--- src/rtl/irig_pkg.sv ---
package irig_pkg;

    // ==========================================
    // clock and timing
    localparam int CLK_PERIOD_NS  = 4;
    localparam int MS_NS          = 1000000;
    localparam int CYC_PER_MS     = MS_NS / CLK_PERIOD_NS;
    localparam int CARRIER_STEPS  = 16;
    localparam logic [3:0] ELEM_MS = 4'hA;
    localparam logic [3:0] ZERO_MS = 4'h2;
    localparam logic [3:0] ONE_MS  = 4'h5;
    localparam logic [3:0] MARK_MS = 4'h8;
    localparam logic [3:0] LAST_DIGIT = 4'h9;

    // ==========================================
    // frame field positions
    localparam int POS_SEC_U  = 1;
    localparam int POS_SEC_T  = 6;
    localparam int POS_MIN_U  = 10;
    localparam int POS_MIN_T  = 15;
    localparam int POS_HOUR_U = 20;
    localparam int POS_HOUR_T = 25;
    localparam int POS_DAY_U  = 30;
    localparam int POS_DAY_T  = 35;
    localparam int POS_DAY_H  = 40;
    localparam int FRAME_ELEMS = 100;

    // ==========================================
    // register map
    localparam logic [7:0] OFS_CTRL = 8'h00;
    localparam logic [7:0] OFS_POPW = 8'h04;
    localparam logic [7:0] OFS_STAT = 8'h08;
    localparam logic [7:0] OFS_EVT  = 8'h0C;
    localparam logic [7:0] OFS_MSG  = 8'h10;
    localparam logic [31:0] MSG_ANT_OFF = 32'h0000_0017;
    localparam logic [31:0] POPW_RESET  = 32'h0000_0000;
    localparam int ST_EVENT   = 0;
    localparam int ST_TC_EN   = 1;
    localparam int ST_VALID   = 2;
    localparam int ST_ALARM   = 3;
    localparam int ST_ANT_DIS = 4;

    // ==========================================
    // selector codes
    localparam logic [3:0] M1_PPS  = 4'h0;
    localparam logic [3:0] M1_F1K  = 4'h1;
    localparam logic [3:0] M1_F10M = 4'h6;
    localparam logic [3:0] M1_IRIG = 4'h7;
    localparam logic [3:0] M2_PPS  = 4'h0;
    localparam logic [3:0] M2_F10M = 4'h1;
    localparam logic [3:0] M2_MIRR = 4'h2;
    localparam logic [3:0] M2_IRIG = 4'h3;
    localparam logic [3:0] M2_OPT1 = 4'h4;
    localparam logic [3:0] M2_OPT5 = 4'h8;
    localparam logic [1:0] TC_FUNC_B = 2'h0;

    // ==========================================
    // carrier amplitudes, mark to space 3.3:1
    localparam logic [7:0] MOD_NUM = 8'h0A;
    localparam logic [7:0] MOD_DEN = 8'h21;

    typedef struct packed {
        logic [19:0] rsvd;
        logic [1:0]  tc_func;
        logic        pop_active_low;
        logic        event_falling;
        logic [3:0]  mux2_sel;
        logic [3:0]  mux1_sel;
    } ctrl_t;

    localparam ctrl_t CTRL_RESET = '0;

    typedef struct packed {
        logic [1:0] day_hund;
        logic [3:0] day_tens;
        logic [3:0] day_units;
        logic [1:0] hour_tens;
        logic [3:0] hour_units;
        logic [2:0] min_tens;
        logic [3:0] min_units;
        logic [2:0] sec_tens;
        logic [3:0] sec_units;
    } tc_time_t;

endpackage

--- src/rtl/irig_b_timecode_outputs.sv ---
// The APB slave port and the register addresses were chosen for this implementation.
`timescale 1ns/10ps
module irig_b_timecode_outputs #(
    parameter int CYC_PER_MS = irig_pkg::CYC_PER_MS
) (
    // clock, reset, enable
    input  wire logic                pclk,
    input  wire logic                presetn,
    input  wire logic                ce,

    // apb slave
    input  wire logic                psel,
    input  wire logic                penable,
    input  wire logic                pwrite,
    input  wire logic [7:0]          paddr,
    input  wire logic [31:0]         pwdata,
    output logic      [31:0]         prdata,
    output logic                     pready,
    output logic                     pslverr,

    // timing sources
    input  wire logic                time_valid,
    input  wire logic                tc_option_present,
    input  wire logic                epoch_in,
    input  wire irig_pkg::tc_time_t  epoch_time,
    input  wire logic                pps_in,
    input  wire logic [5:0]          freq_in,
    input  wire logic [4:0]          opt_out_in,

    // event and alarms
    input  wire logic                event_in,
    input  wire logic                antenna_current_low,
    input  wire logic                fault_in,

    // non-volatile function store
    input  wire logic [1:0]          tc_func_restore,
    output logic      [1:0]          tc_func_store,

    // output pins
    output logic                     fault_indicator_out,
    output logic                     fault_indicator_oe,
    output logic                     pop_out,
    output logic                     first_selector_out_a,
    output logic                     second_selector_out,
    output logic                     baseband_code_out,
    output logic      [7:0]          modulated_code_pin,
    output logic                     modulated_code_en
);

    localparam int SUB_W  = $clog2(CYC_PER_MS);
    localparam int STEP_C = CYC_PER_MS / irig_pkg::CARRIER_STEPS;
    localparam int STEP_W = STEP_C > 1 ? $clog2(STEP_C) : 1;
    localparam logic [SUB_W-1:0]  SUB_LAST  = SUB_W'(CYC_PER_MS - 1);
    localparam logic [STEP_W-1:0] STEP_LAST = STEP_W'(STEP_C - 1);

    // ==========================================
    // functions
    // digits lsb first at their slots
    function automatic logic [99:0] build_frame(input irig_pkg::tc_time_t t);
        logic [99:0] f;
        f = '0;
        f[irig_pkg::POS_SEC_U  +: 4] = t.sec_units;
        f[irig_pkg::POS_SEC_T  +: 3] = t.sec_tens;
        f[irig_pkg::POS_MIN_U  +: 4] = t.min_units;
        f[irig_pkg::POS_MIN_T  +: 3] = t.min_tens;
        f[irig_pkg::POS_HOUR_U +: 4] = t.hour_units;
        f[irig_pkg::POS_HOUR_T +: 2] = t.hour_tens;
        f[irig_pkg::POS_DAY_U  +: 4] = t.day_units;
        f[irig_pkg::POS_DAY_T  +: 4] = t.day_tens;
        f[irig_pkg::POS_DAY_H  +: 2] = t.day_hund;
        return f;
    endfunction

    function automatic logic [7:0] carrier_sample(input logic [3:0] idx,
                                                  input logic       mark);
        logic [7:0]  mag;
        logic [15:0] scaled;
        mag = 8'h00;
        scaled = 16'h0000;
        case (idx[2:0])
            3'h0: mag = 8'h00;
            3'h1: mag = 8'h26;
            3'h2: mag = 8'h46;
            3'h3: mag = 8'h5B;
            3'h4: mag = 8'h63;
            3'h5: mag = 8'h5B;
            3'h6: mag = 8'h46;
            default: mag = 8'h26;
        endcase
        if (!mark) begin
            scaled = (16'(mag) * 16'(irig_pkg::MOD_NUM)) / 16'(irig_pkg::MOD_DEN);
            mag = scaled[7:0];
        end
        return idx[3] ? 8'(-mag) : mag;
    endfunction

    // ==========================================
    // state
    irig_pkg::ctrl_t    ctrl;
    irig_pkg::tc_time_t time_q;
    logic [31:0]        pop_width;
    logic [31:0]        pop_cnt;
    logic [31:0]        event_tag;
    logic               event_pending;
    logic               ant_rpt_dis;
    logic               restore_done;
    logic               tc_enabled;
    logic               running;
    logic               epoch_q;
    logic               event_q;

    logic [SUB_W-1:0]   sub;
    logic [STEP_W-1:0]  step;
    logic [3:0]         car_idx;
    logic [3:0]         ms;
    logic [3:0]         el_tens;
    logic [3:0]         el_units;
    logic [99:0]        frame;

    // ==========================================
    // apb decode
    wire access   = psel & penable;
    wire commit   = access & pready;
    wire hit_ctrl = paddr == irig_pkg::OFS_CTRL;
    wire hit_popw = paddr == irig_pkg::OFS_POPW;
    wire hit_stat = paddr == irig_pkg::OFS_STAT;
    wire hit_evt  = paddr == irig_pkg::OFS_EVT;
    wire hit_msg  = paddr == irig_pkg::OFS_MSG;

    wire mapped   = hit_ctrl | hit_popw | hit_stat | hit_evt | hit_msg;
    wire wr_ok    = commit & pwrite & mapped;

    // message 23 mutes only the antenna cause
    wire alarm = (antenna_current_low & ~ant_rpt_dis) | fault_in;

    wire [31:0] stat_val = {27'h0000000, ant_rpt_dis, alarm, time_valid,
                            tc_enabled, event_pending};

    wire [31:0] rd_val = hit_ctrl ? ctrl :
                         hit_popw ? pop_width :
                         hit_stat ? stat_val :
                         hit_evt  ? event_tag : 32'h0000_0000;

    // ==========================================
    // frame timing
    wire epoch_rise = epoch_in & ~epoch_q;
    wire ms_tick    = sub == SUB_LAST;
    wire step_tick  = step == STEP_LAST;
    wire elem_end   = ms_tick & (ms == irig_pkg::ELEM_MS - 4'h1);
    wire tens_last  = el_tens == irig_pkg::LAST_DIGIT;
    wire units_last = el_units == irig_pkg::LAST_DIGIT;
    wire frame_end  = elem_end & tens_last & units_last;

    wire restart    = epoch_rise & tc_enabled;
    wire is_marker  = units_last | (el_tens == 4'h0 && el_units == 4'h0);

    wire [3:0] width = is_marker ? irig_pkg::MARK_MS :
                       frame[0]  ? irig_pkg::ONE_MS : irig_pkg::ZERO_MS;

    wire tc_active = running & tc_enabled & (ctrl.tc_func == irig_pkg::TC_FUNC_B);
    wire next_baseband = tc_active & (ms < width);

    wire [7:0] next_mod = tc_active ? carrier_sample(car_idx, next_baseband)
                                    : 8'h00;

    // ==========================================
    // selectors
    wire [3:0] m2_opt = ctrl.mux2_sel - irig_pkg::M2_OPT1;

    wire mux1_raw =
        (ctrl.mux1_sel == irig_pkg::M1_PPS)  ? pps_in :
        (ctrl.mux1_sel == irig_pkg::M1_IRIG) ? next_baseband :
        (ctrl.mux1_sel >= irig_pkg::M1_F1K && ctrl.mux1_sel <= irig_pkg::M1_F10M)
            ? freq_in[3'(ctrl.mux1_sel - irig_pkg::M1_F1K)] : 1'b0;

    wire mux2_raw =
        (ctrl.mux2_sel == irig_pkg::M2_PPS)  ? pps_in :
        (ctrl.mux2_sel == irig_pkg::M2_F10M) ? freq_in[5] :
        (ctrl.mux2_sel == irig_pkg::M2_MIRR) ? mux1_raw :
        (ctrl.mux2_sel == irig_pkg::M2_IRIG) ? next_baseband :
        (ctrl.mux2_sel >= irig_pkg::M2_OPT1 && ctrl.mux2_sel <= irig_pkg::M2_OPT5)
            ? opt_out_in[3'(m2_opt)] : 1'b0;

    // ==========================================
    // event and pulse
    wire ev_rise = event_in & ~event_q;
    wire ev_fall = ~event_in & event_q;
    wire event_hit = time_valid & (ctrl.event_falling ? ev_fall : ev_rise);
    wire ev_clear = wr_ok & hit_stat & pwdata[irig_pkg::ST_EVENT];
    wire next_event_pending = event_hit | (event_pending & ~ev_clear);

    wire next_pop = (time_valid & (pop_cnt != 32'h0000_0000))
                    ^ ctrl.pop_active_low;

    // ==========================================
    // register file
    always_ff @(posedge pclk or negedge presetn) begin
        if (!presetn) begin
            ctrl          <= irig_pkg::CTRL_RESET;
            pop_width     <= irig_pkg::POPW_RESET;
            ant_rpt_dis   <= 1'b0;
            event_pending <= 1'b0;
            event_tag     <= 32'h0000_0000;
            restore_done  <= 1'b0;
        end else if (ce) begin
            // restore beats a same-cycle write
            if (!restore_done) begin
                ctrl.tc_func <= tc_func_restore;
                restore_done <= 1'b1;
            end else if (wr_ok && hit_ctrl) begin
                ctrl <= irig_pkg::ctrl_t'({20'h00000, pwdata[11:0]});
            end
            if (wr_ok && hit_popw) begin
                pop_width <= pwdata;
            end
            if (wr_ok && hit_msg && pwdata == irig_pkg::MSG_ANT_OFF) begin
                ant_rpt_dis <= 1'b1;
            end

            event_pending <= next_event_pending;
            if (event_hit) begin
                event_tag <= {el_tens, el_units, ms, 20'(sub)};
            end
        end
    end

    // ==========================================
    // apb answer, one wait state
    always_ff @(posedge pclk or negedge presetn) begin
        if (!presetn) begin
            pready  <= 1'b0;
            prdata  <= 32'h0000_0000;
            pslverr <= 1'b0;
        end else if (ce) begin
            pready <= access & ~pready;
            if (access && !pready) begin
                prdata  <= pwrite ? 32'h0000_0000 : rd_val;
                pslverr <= ~mapped;
            end
        end
    end

    // ==========================================
    // enable and edge history
    always_ff @(posedge pclk or negedge presetn) begin
        if (!presetn) begin
            tc_enabled <= 1'b0;
            epoch_q    <= 1'b0;
            event_q    <= 1'b0;
        end else if (ce) begin
            epoch_q <= epoch_in;
            event_q <= event_in;
            // sticky: code keeps running in coast
            if (time_valid && tc_option_present) begin
                tc_enabled <= 1'b1;
            end
        end
    end

    // ==========================================
    // element and carrier counters
    always_ff @(posedge pclk or negedge presetn) begin
        if (!presetn) begin
            running  <= 1'b0;
            sub      <= '0;
            step     <= '0;
            car_idx  <= 4'h0;
            ms       <= 4'h0;
            el_tens  <= 4'h0;
            el_units <= 4'h0;
            frame    <= '0;
            time_q   <= '0;
        end else if (ce) begin
            if (restart) begin
                running  <= 1'b1;
                sub      <= '0;
                step     <= '0;
                car_idx  <= 4'h0;
                ms       <= 4'h0;
                el_tens  <= 4'h0;
                el_units <= 4'h0;
                time_q   <= epoch_time;
                frame    <= build_frame(epoch_time);
            end else if (running) begin
                sub  <= ms_tick ? '0 : sub + SUB_W'(1);
                step <= (step_tick || ms_tick) ? '0 : step + STEP_W'(1);
                if (ms_tick) begin
                    car_idx <= 4'h0;
                end else if (step_tick) begin
                    car_idx <= car_idx + 4'h1;
                end
                if (ms_tick) begin
                    ms <= elem_end ? 4'h0 : ms + 4'h1;
                end
                // no epoch: resend the last time
                if (frame_end) begin
                    el_tens  <= 4'h0;
                    el_units <= 4'h0;
                    frame    <= build_frame(time_q);
                end else if (elem_end) begin
                    frame    <= frame >> 1;
                    el_units <= units_last ? 4'h0 : el_units + 4'h1;
                    if (units_last) begin
                        el_tens <= el_tens + 4'h1;
                    end
                end
            end
        end
    end

    // ==========================================
    // programmed pulse
    always_ff @(posedge pclk or negedge presetn) begin
        if (!presetn) begin
            pop_cnt <= 32'h0000_0000;
        end else if (ce) begin
            if (epoch_rise && time_valid) begin
                pop_cnt <= pop_width;
            end else if (pop_cnt != 32'h0000_0000) begin
                pop_cnt <= pop_cnt - 32'h0000_0001;
            end
        end
    end

    // ==========================================
    // output pins
    always_ff @(posedge pclk or negedge presetn) begin
        if (!presetn) begin
            fault_indicator_out  <= 1'b1;
            fault_indicator_oe   <= 1'b0;
            pop_out              <= 1'b0;
            first_selector_out_a <= 1'b0;
            second_selector_out  <= 1'b0;
            baseband_code_out    <= 1'b0;
            modulated_code_pin   <= 8'h00;
            modulated_code_en    <= 1'b0;
            tc_func_store        <= 2'h0;
        end else if (ce) begin
            fault_indicator_out  <= ~alarm;
            fault_indicator_oe   <= alarm;
            pop_out              <= next_pop;
            first_selector_out_a <= time_valid & mux1_raw;
            second_selector_out  <= time_valid & mux2_raw;
            baseband_code_out    <= next_baseband;
            modulated_code_pin   <= next_mod;
            modulated_code_en    <= tc_active;
            tc_func_store        <= ctrl.tc_func;
        end
    end

endmodule

--- config.mk ---
export PLATFORM = sky130hd
export DESIGN_NAME = irig_b_timecode_outputs
export DESIGN_NICKNAME = d
export VERILOG_FILES = /design/src/rtl/irig_pkg.sv /design/src/rtl/irig_b_timecode_outputs.sv
export SDC_FILE = /design/constraint.sdc
export NUM_CORES = 1
export LEC_CHECK = 0
export BUFFER_PORTS_ARGS = -buffer_cell sky130_fd_sc_hd__buf_2
export CAP_MARGIN = 20
export CORE_ASPECT_RATIO = 1.75
export CORE_UTILIZATION = 60
export CTS_CLUSTER_SIZE = 10
export DETAILED_ROUTE_END_ITERATION = 6
export GPL_TIMING_DRIVEN = 0
export PLACE_DENSITY = 0.9
export SLEW_MARGIN = 15
export SYNTH_ARGS = -nofsm -noshare
export SYNTH_HDL_FRONTEND = slang
export SYNTH_SLANG_ARGS = --single-unit
--- constraint.sdc ---
create_clock -name pclk -period 17.9 [get_ports pclk]
set_input_delay 0.895 -clock pclk [delete_from_list [all_inputs] [get_ports pclk]]
set_output_delay 0.895 -clock pclk [all_outputs]
set_load 0.02 [all_outputs]
==> results.ini <==
[setup_path]
setup.worst_path.end=modulated_code_pin[6]
startpoint_type=flop
cp_common_cell=ha_1
cp_max_fo=9
cp_slowest_cell=a21oi_1
critical_path_required_ps=18290
r2r_slack_ps=8300
slowest_delay_ps=550
critPathArrivalTime_ps=9990
crit_type=flop to flop
reg2reg_to=modulated_code_pin[6]
rr_worst_depth=37
end_kind=flop
critPathLaunch=car_idx[0]
crit-reg2reg-launch=car_idx[0]

[clock_tree]
cts_tree=done
cts_resized=0
clkSlewWorstSetupHoldPaths_ps=60
cts_setup_buffers=0
clk_path_buf_depth=3
cts.sinks=284
cts_hold_buffers=0
cts_root_buffer=clkbuf_16
h-tree-depth=2
numCtsBuffers=34
insertion_delay_ps=520

[grt]
grt.met2_usage=0.5759
grt_pass1_wl_mm=72.59
met3_usage=0.09023
grt_antenna_before_repair=2
grt_max_degree=111
use_met1=0.3927
grt_usage=0.3506
grt_pass1_vias=14289
grt_remaining_overflow=0
grt_busiest_layer=met2

[place]
dpl_cell_area_um2=16740
dp_hpwl_mm=32.13
portBuffers=144
gp_congestion=0.9531
dp_cells=2046

[logic_synthesis]
seq_area_frac_synth=0.4572
yosysTopAreaCellShare=0.4555
synth_common_cells=dfrtp_1 (283), nand2_1 (163), o21ai_0 (160)
async_reset_ff_frac=1.000
synth_seq_cells=284
synth_most_common_cell=dfrtp_1
synth_area_leaders=dfrtp_1 (46%), mux2_2 (8.0%), o21ai_0 (5.2%)
synthFlopType=dfrtp_1
syn-num-nets=1717
avgSynthCellArea_um2=9.821
synth_edf_count=0
synthCells=1583
synth_top_cell_by_area=dfrtp_1
yosysUniqueCellTypes=94
netlist_area_um2=15550
yosys_warnings=0

[layout]
multi_input_area_um2=8023
seqCellArea_um2=7108
finalInstanceArea_um2=17710
final_util=0.6988
areaGrowthSynthToFinish_pct=13.90
fin_nets=1900
fillers=1791
final_cells=2094
drive_gt1_frac=0.1944

[route]
wire_per_inst_um=21.51
dr.pass1.iters=7
ant_nets=0
first_iter_violations=1284
finalWirelength_mm=45.05
via_count=13859
drc=0
viasPerCell=6.618

[sta]
fin_crit_ps=9597
slew_headroom=0.4135
clock_skew_ps=18.92
worst_pin_slew_ps=875.7
rsz0062_at_grt=false
period_share=0.5361
finalSetupViolCount=0
tns_ps=0
fmax_mhz=104.2
hold_viol_final=0
maxSlewViolCount=0

[pwr]
swShare=0.3305
total_power_w=0.001996
power_frac_seq=0.420
pwr-share-clk=0.312
power.density_nw_per_um2=112.7
p_sw_w=0.0006598
leakagePower_nw=8.022
irDropWorstVdd_mv=0.1007
p_int_w=0.001337
combPwrFrac=0.268

[floorplan]
die-area_um2=26580
fp.dieH_um=214.9
start_util=0.6135
std_cell_rows=77
core-area_um2=25340
num_io_pins=147
dieWidth_um=123.7

[run_status]
outcome=completed

[flow_run]
drv_cap=0

[hold_path]
hold_class=input port to async pin

[flip-flops by register name, summed over array words and instances (netlist names), 12 cells and up]
| register | count |
|---|---|
| frame | 42 |
| pop_cnt | 32 |
| pop_width | 32 |
| prdata | 32 |
| event_tag | 30 |
| time_q | 30 |
| sub | 18 |
| step | 14 |
| ctrl | 12 |
[per-stage QoR]
stage | setup WS [ps] | hold WS (ps)
floorplan | 9763 | 439.5
global placement | 8707 | 460.7
detailed placement | 8620 | 469.2
CTS | 8432 | 415.8
global route | 7833 | 447.1
finish | 8303 | 393.8
[kinds of logic after synthesis]
logic type	count (synthesis)	synth area share
and+or+nand+nor	530	0.1638
AOI/OAI and AO/OA	412	0.1735
DFF	284	0.4572
muxes	176	0.1287
buffers and inverters	109	0.02704
adders and majority gates	38	0.03058
xor gates and xnor gates	34	0.01915
[how the worst min path moves through the flow]
stage                     start            end  slack (ps)  depth (start not counted)
CTS                     presetn  pop_width[25]         420                          1
detailed placement   prdata[16]     prdata[16]         470                          2
floorplan           ant_rpt_dis    ant_rpt_dis         440                          2
finish                  presetn    pop_cnt[25]         390                          1
global placement     prdata[30]     prdata[30]         460                          2
global route            presetn    pop_cnt[25]         450                          1
[cell usage in the layout, fill, tap and decap left out, types with 12 or more instances in the layout]
| cell | count |
|---|---|
| nand4_1 | 23 |
| or3_1 | 13 |
| mux2i_1 | 57 |
| clkbuf_1 | 65 |
| a22o_1 | 34 |
| xnor2_1 | 16 |
| o21ai_0 | 160 |
| xor2_1 | 18 |
| mux2_2 | 111 |
| nor4_1 | 19 |
| o22ai_1 | 15 |
| inv_1 | 34 |
| buf_2 | 144 |
| nand2_1 | 163 |
| nand2b_1 | 19 |
| clkbuf_16 | 37 |
| ha_1 | 38 |
| nor2_1 | 145 |
| nand3_1 | 33 |
| dfrtp_1 | 283 |
| and2_1 | 14 |
| nor3_1 | 44 |
| buf_1 | 12 |
| a21oi_1 | 91 |
[layout make-up]
type,instances,area share
Timing Repair Buffer,147,0.04480
Buffer,72,0.01576
Tap cell,316,0.02233
Clock inverter,1,0.0004240
Inverter,37,0.007985
Sequential cell,284,0.4014
Multi-Input combinational cell,1190,0.4531
Clock buffer,44,0.05377
Antenna cell,3,0.0004240
[worst max-delay path, delay by kind of cell (launching register included)]
family,cells,cell delay (ps)
xor+xnor,2,420
compound gates,12,3290
fa+ha+maj,6,1430
flops,1,430
buf+inv,6,800
simple gates,11,3070
[power groups by stage]
stage,Sequential (W),Combinational [W],Clock (W)
after floorplan,0.000823,0.000371,0
after detailed placement,0.000843,0.000512,0
final,0.000839,0.000535,0.000622
after global routing,0.000851,0.000589,0.000652
after CTS,0.000835,0.000524,0.000625
after global placement,0.000834,0.000485,0
[routing by layer]
layer	vias to the layer above	wire length (µm)	share of wire
li1	6147	-	-
met3	225	3763	0.084
met4	0	3147	0.070
met1	6755	15870	0.35
met5	-	0	0
met2	732	22270	0.49
(Power assumes the default switching activity.)
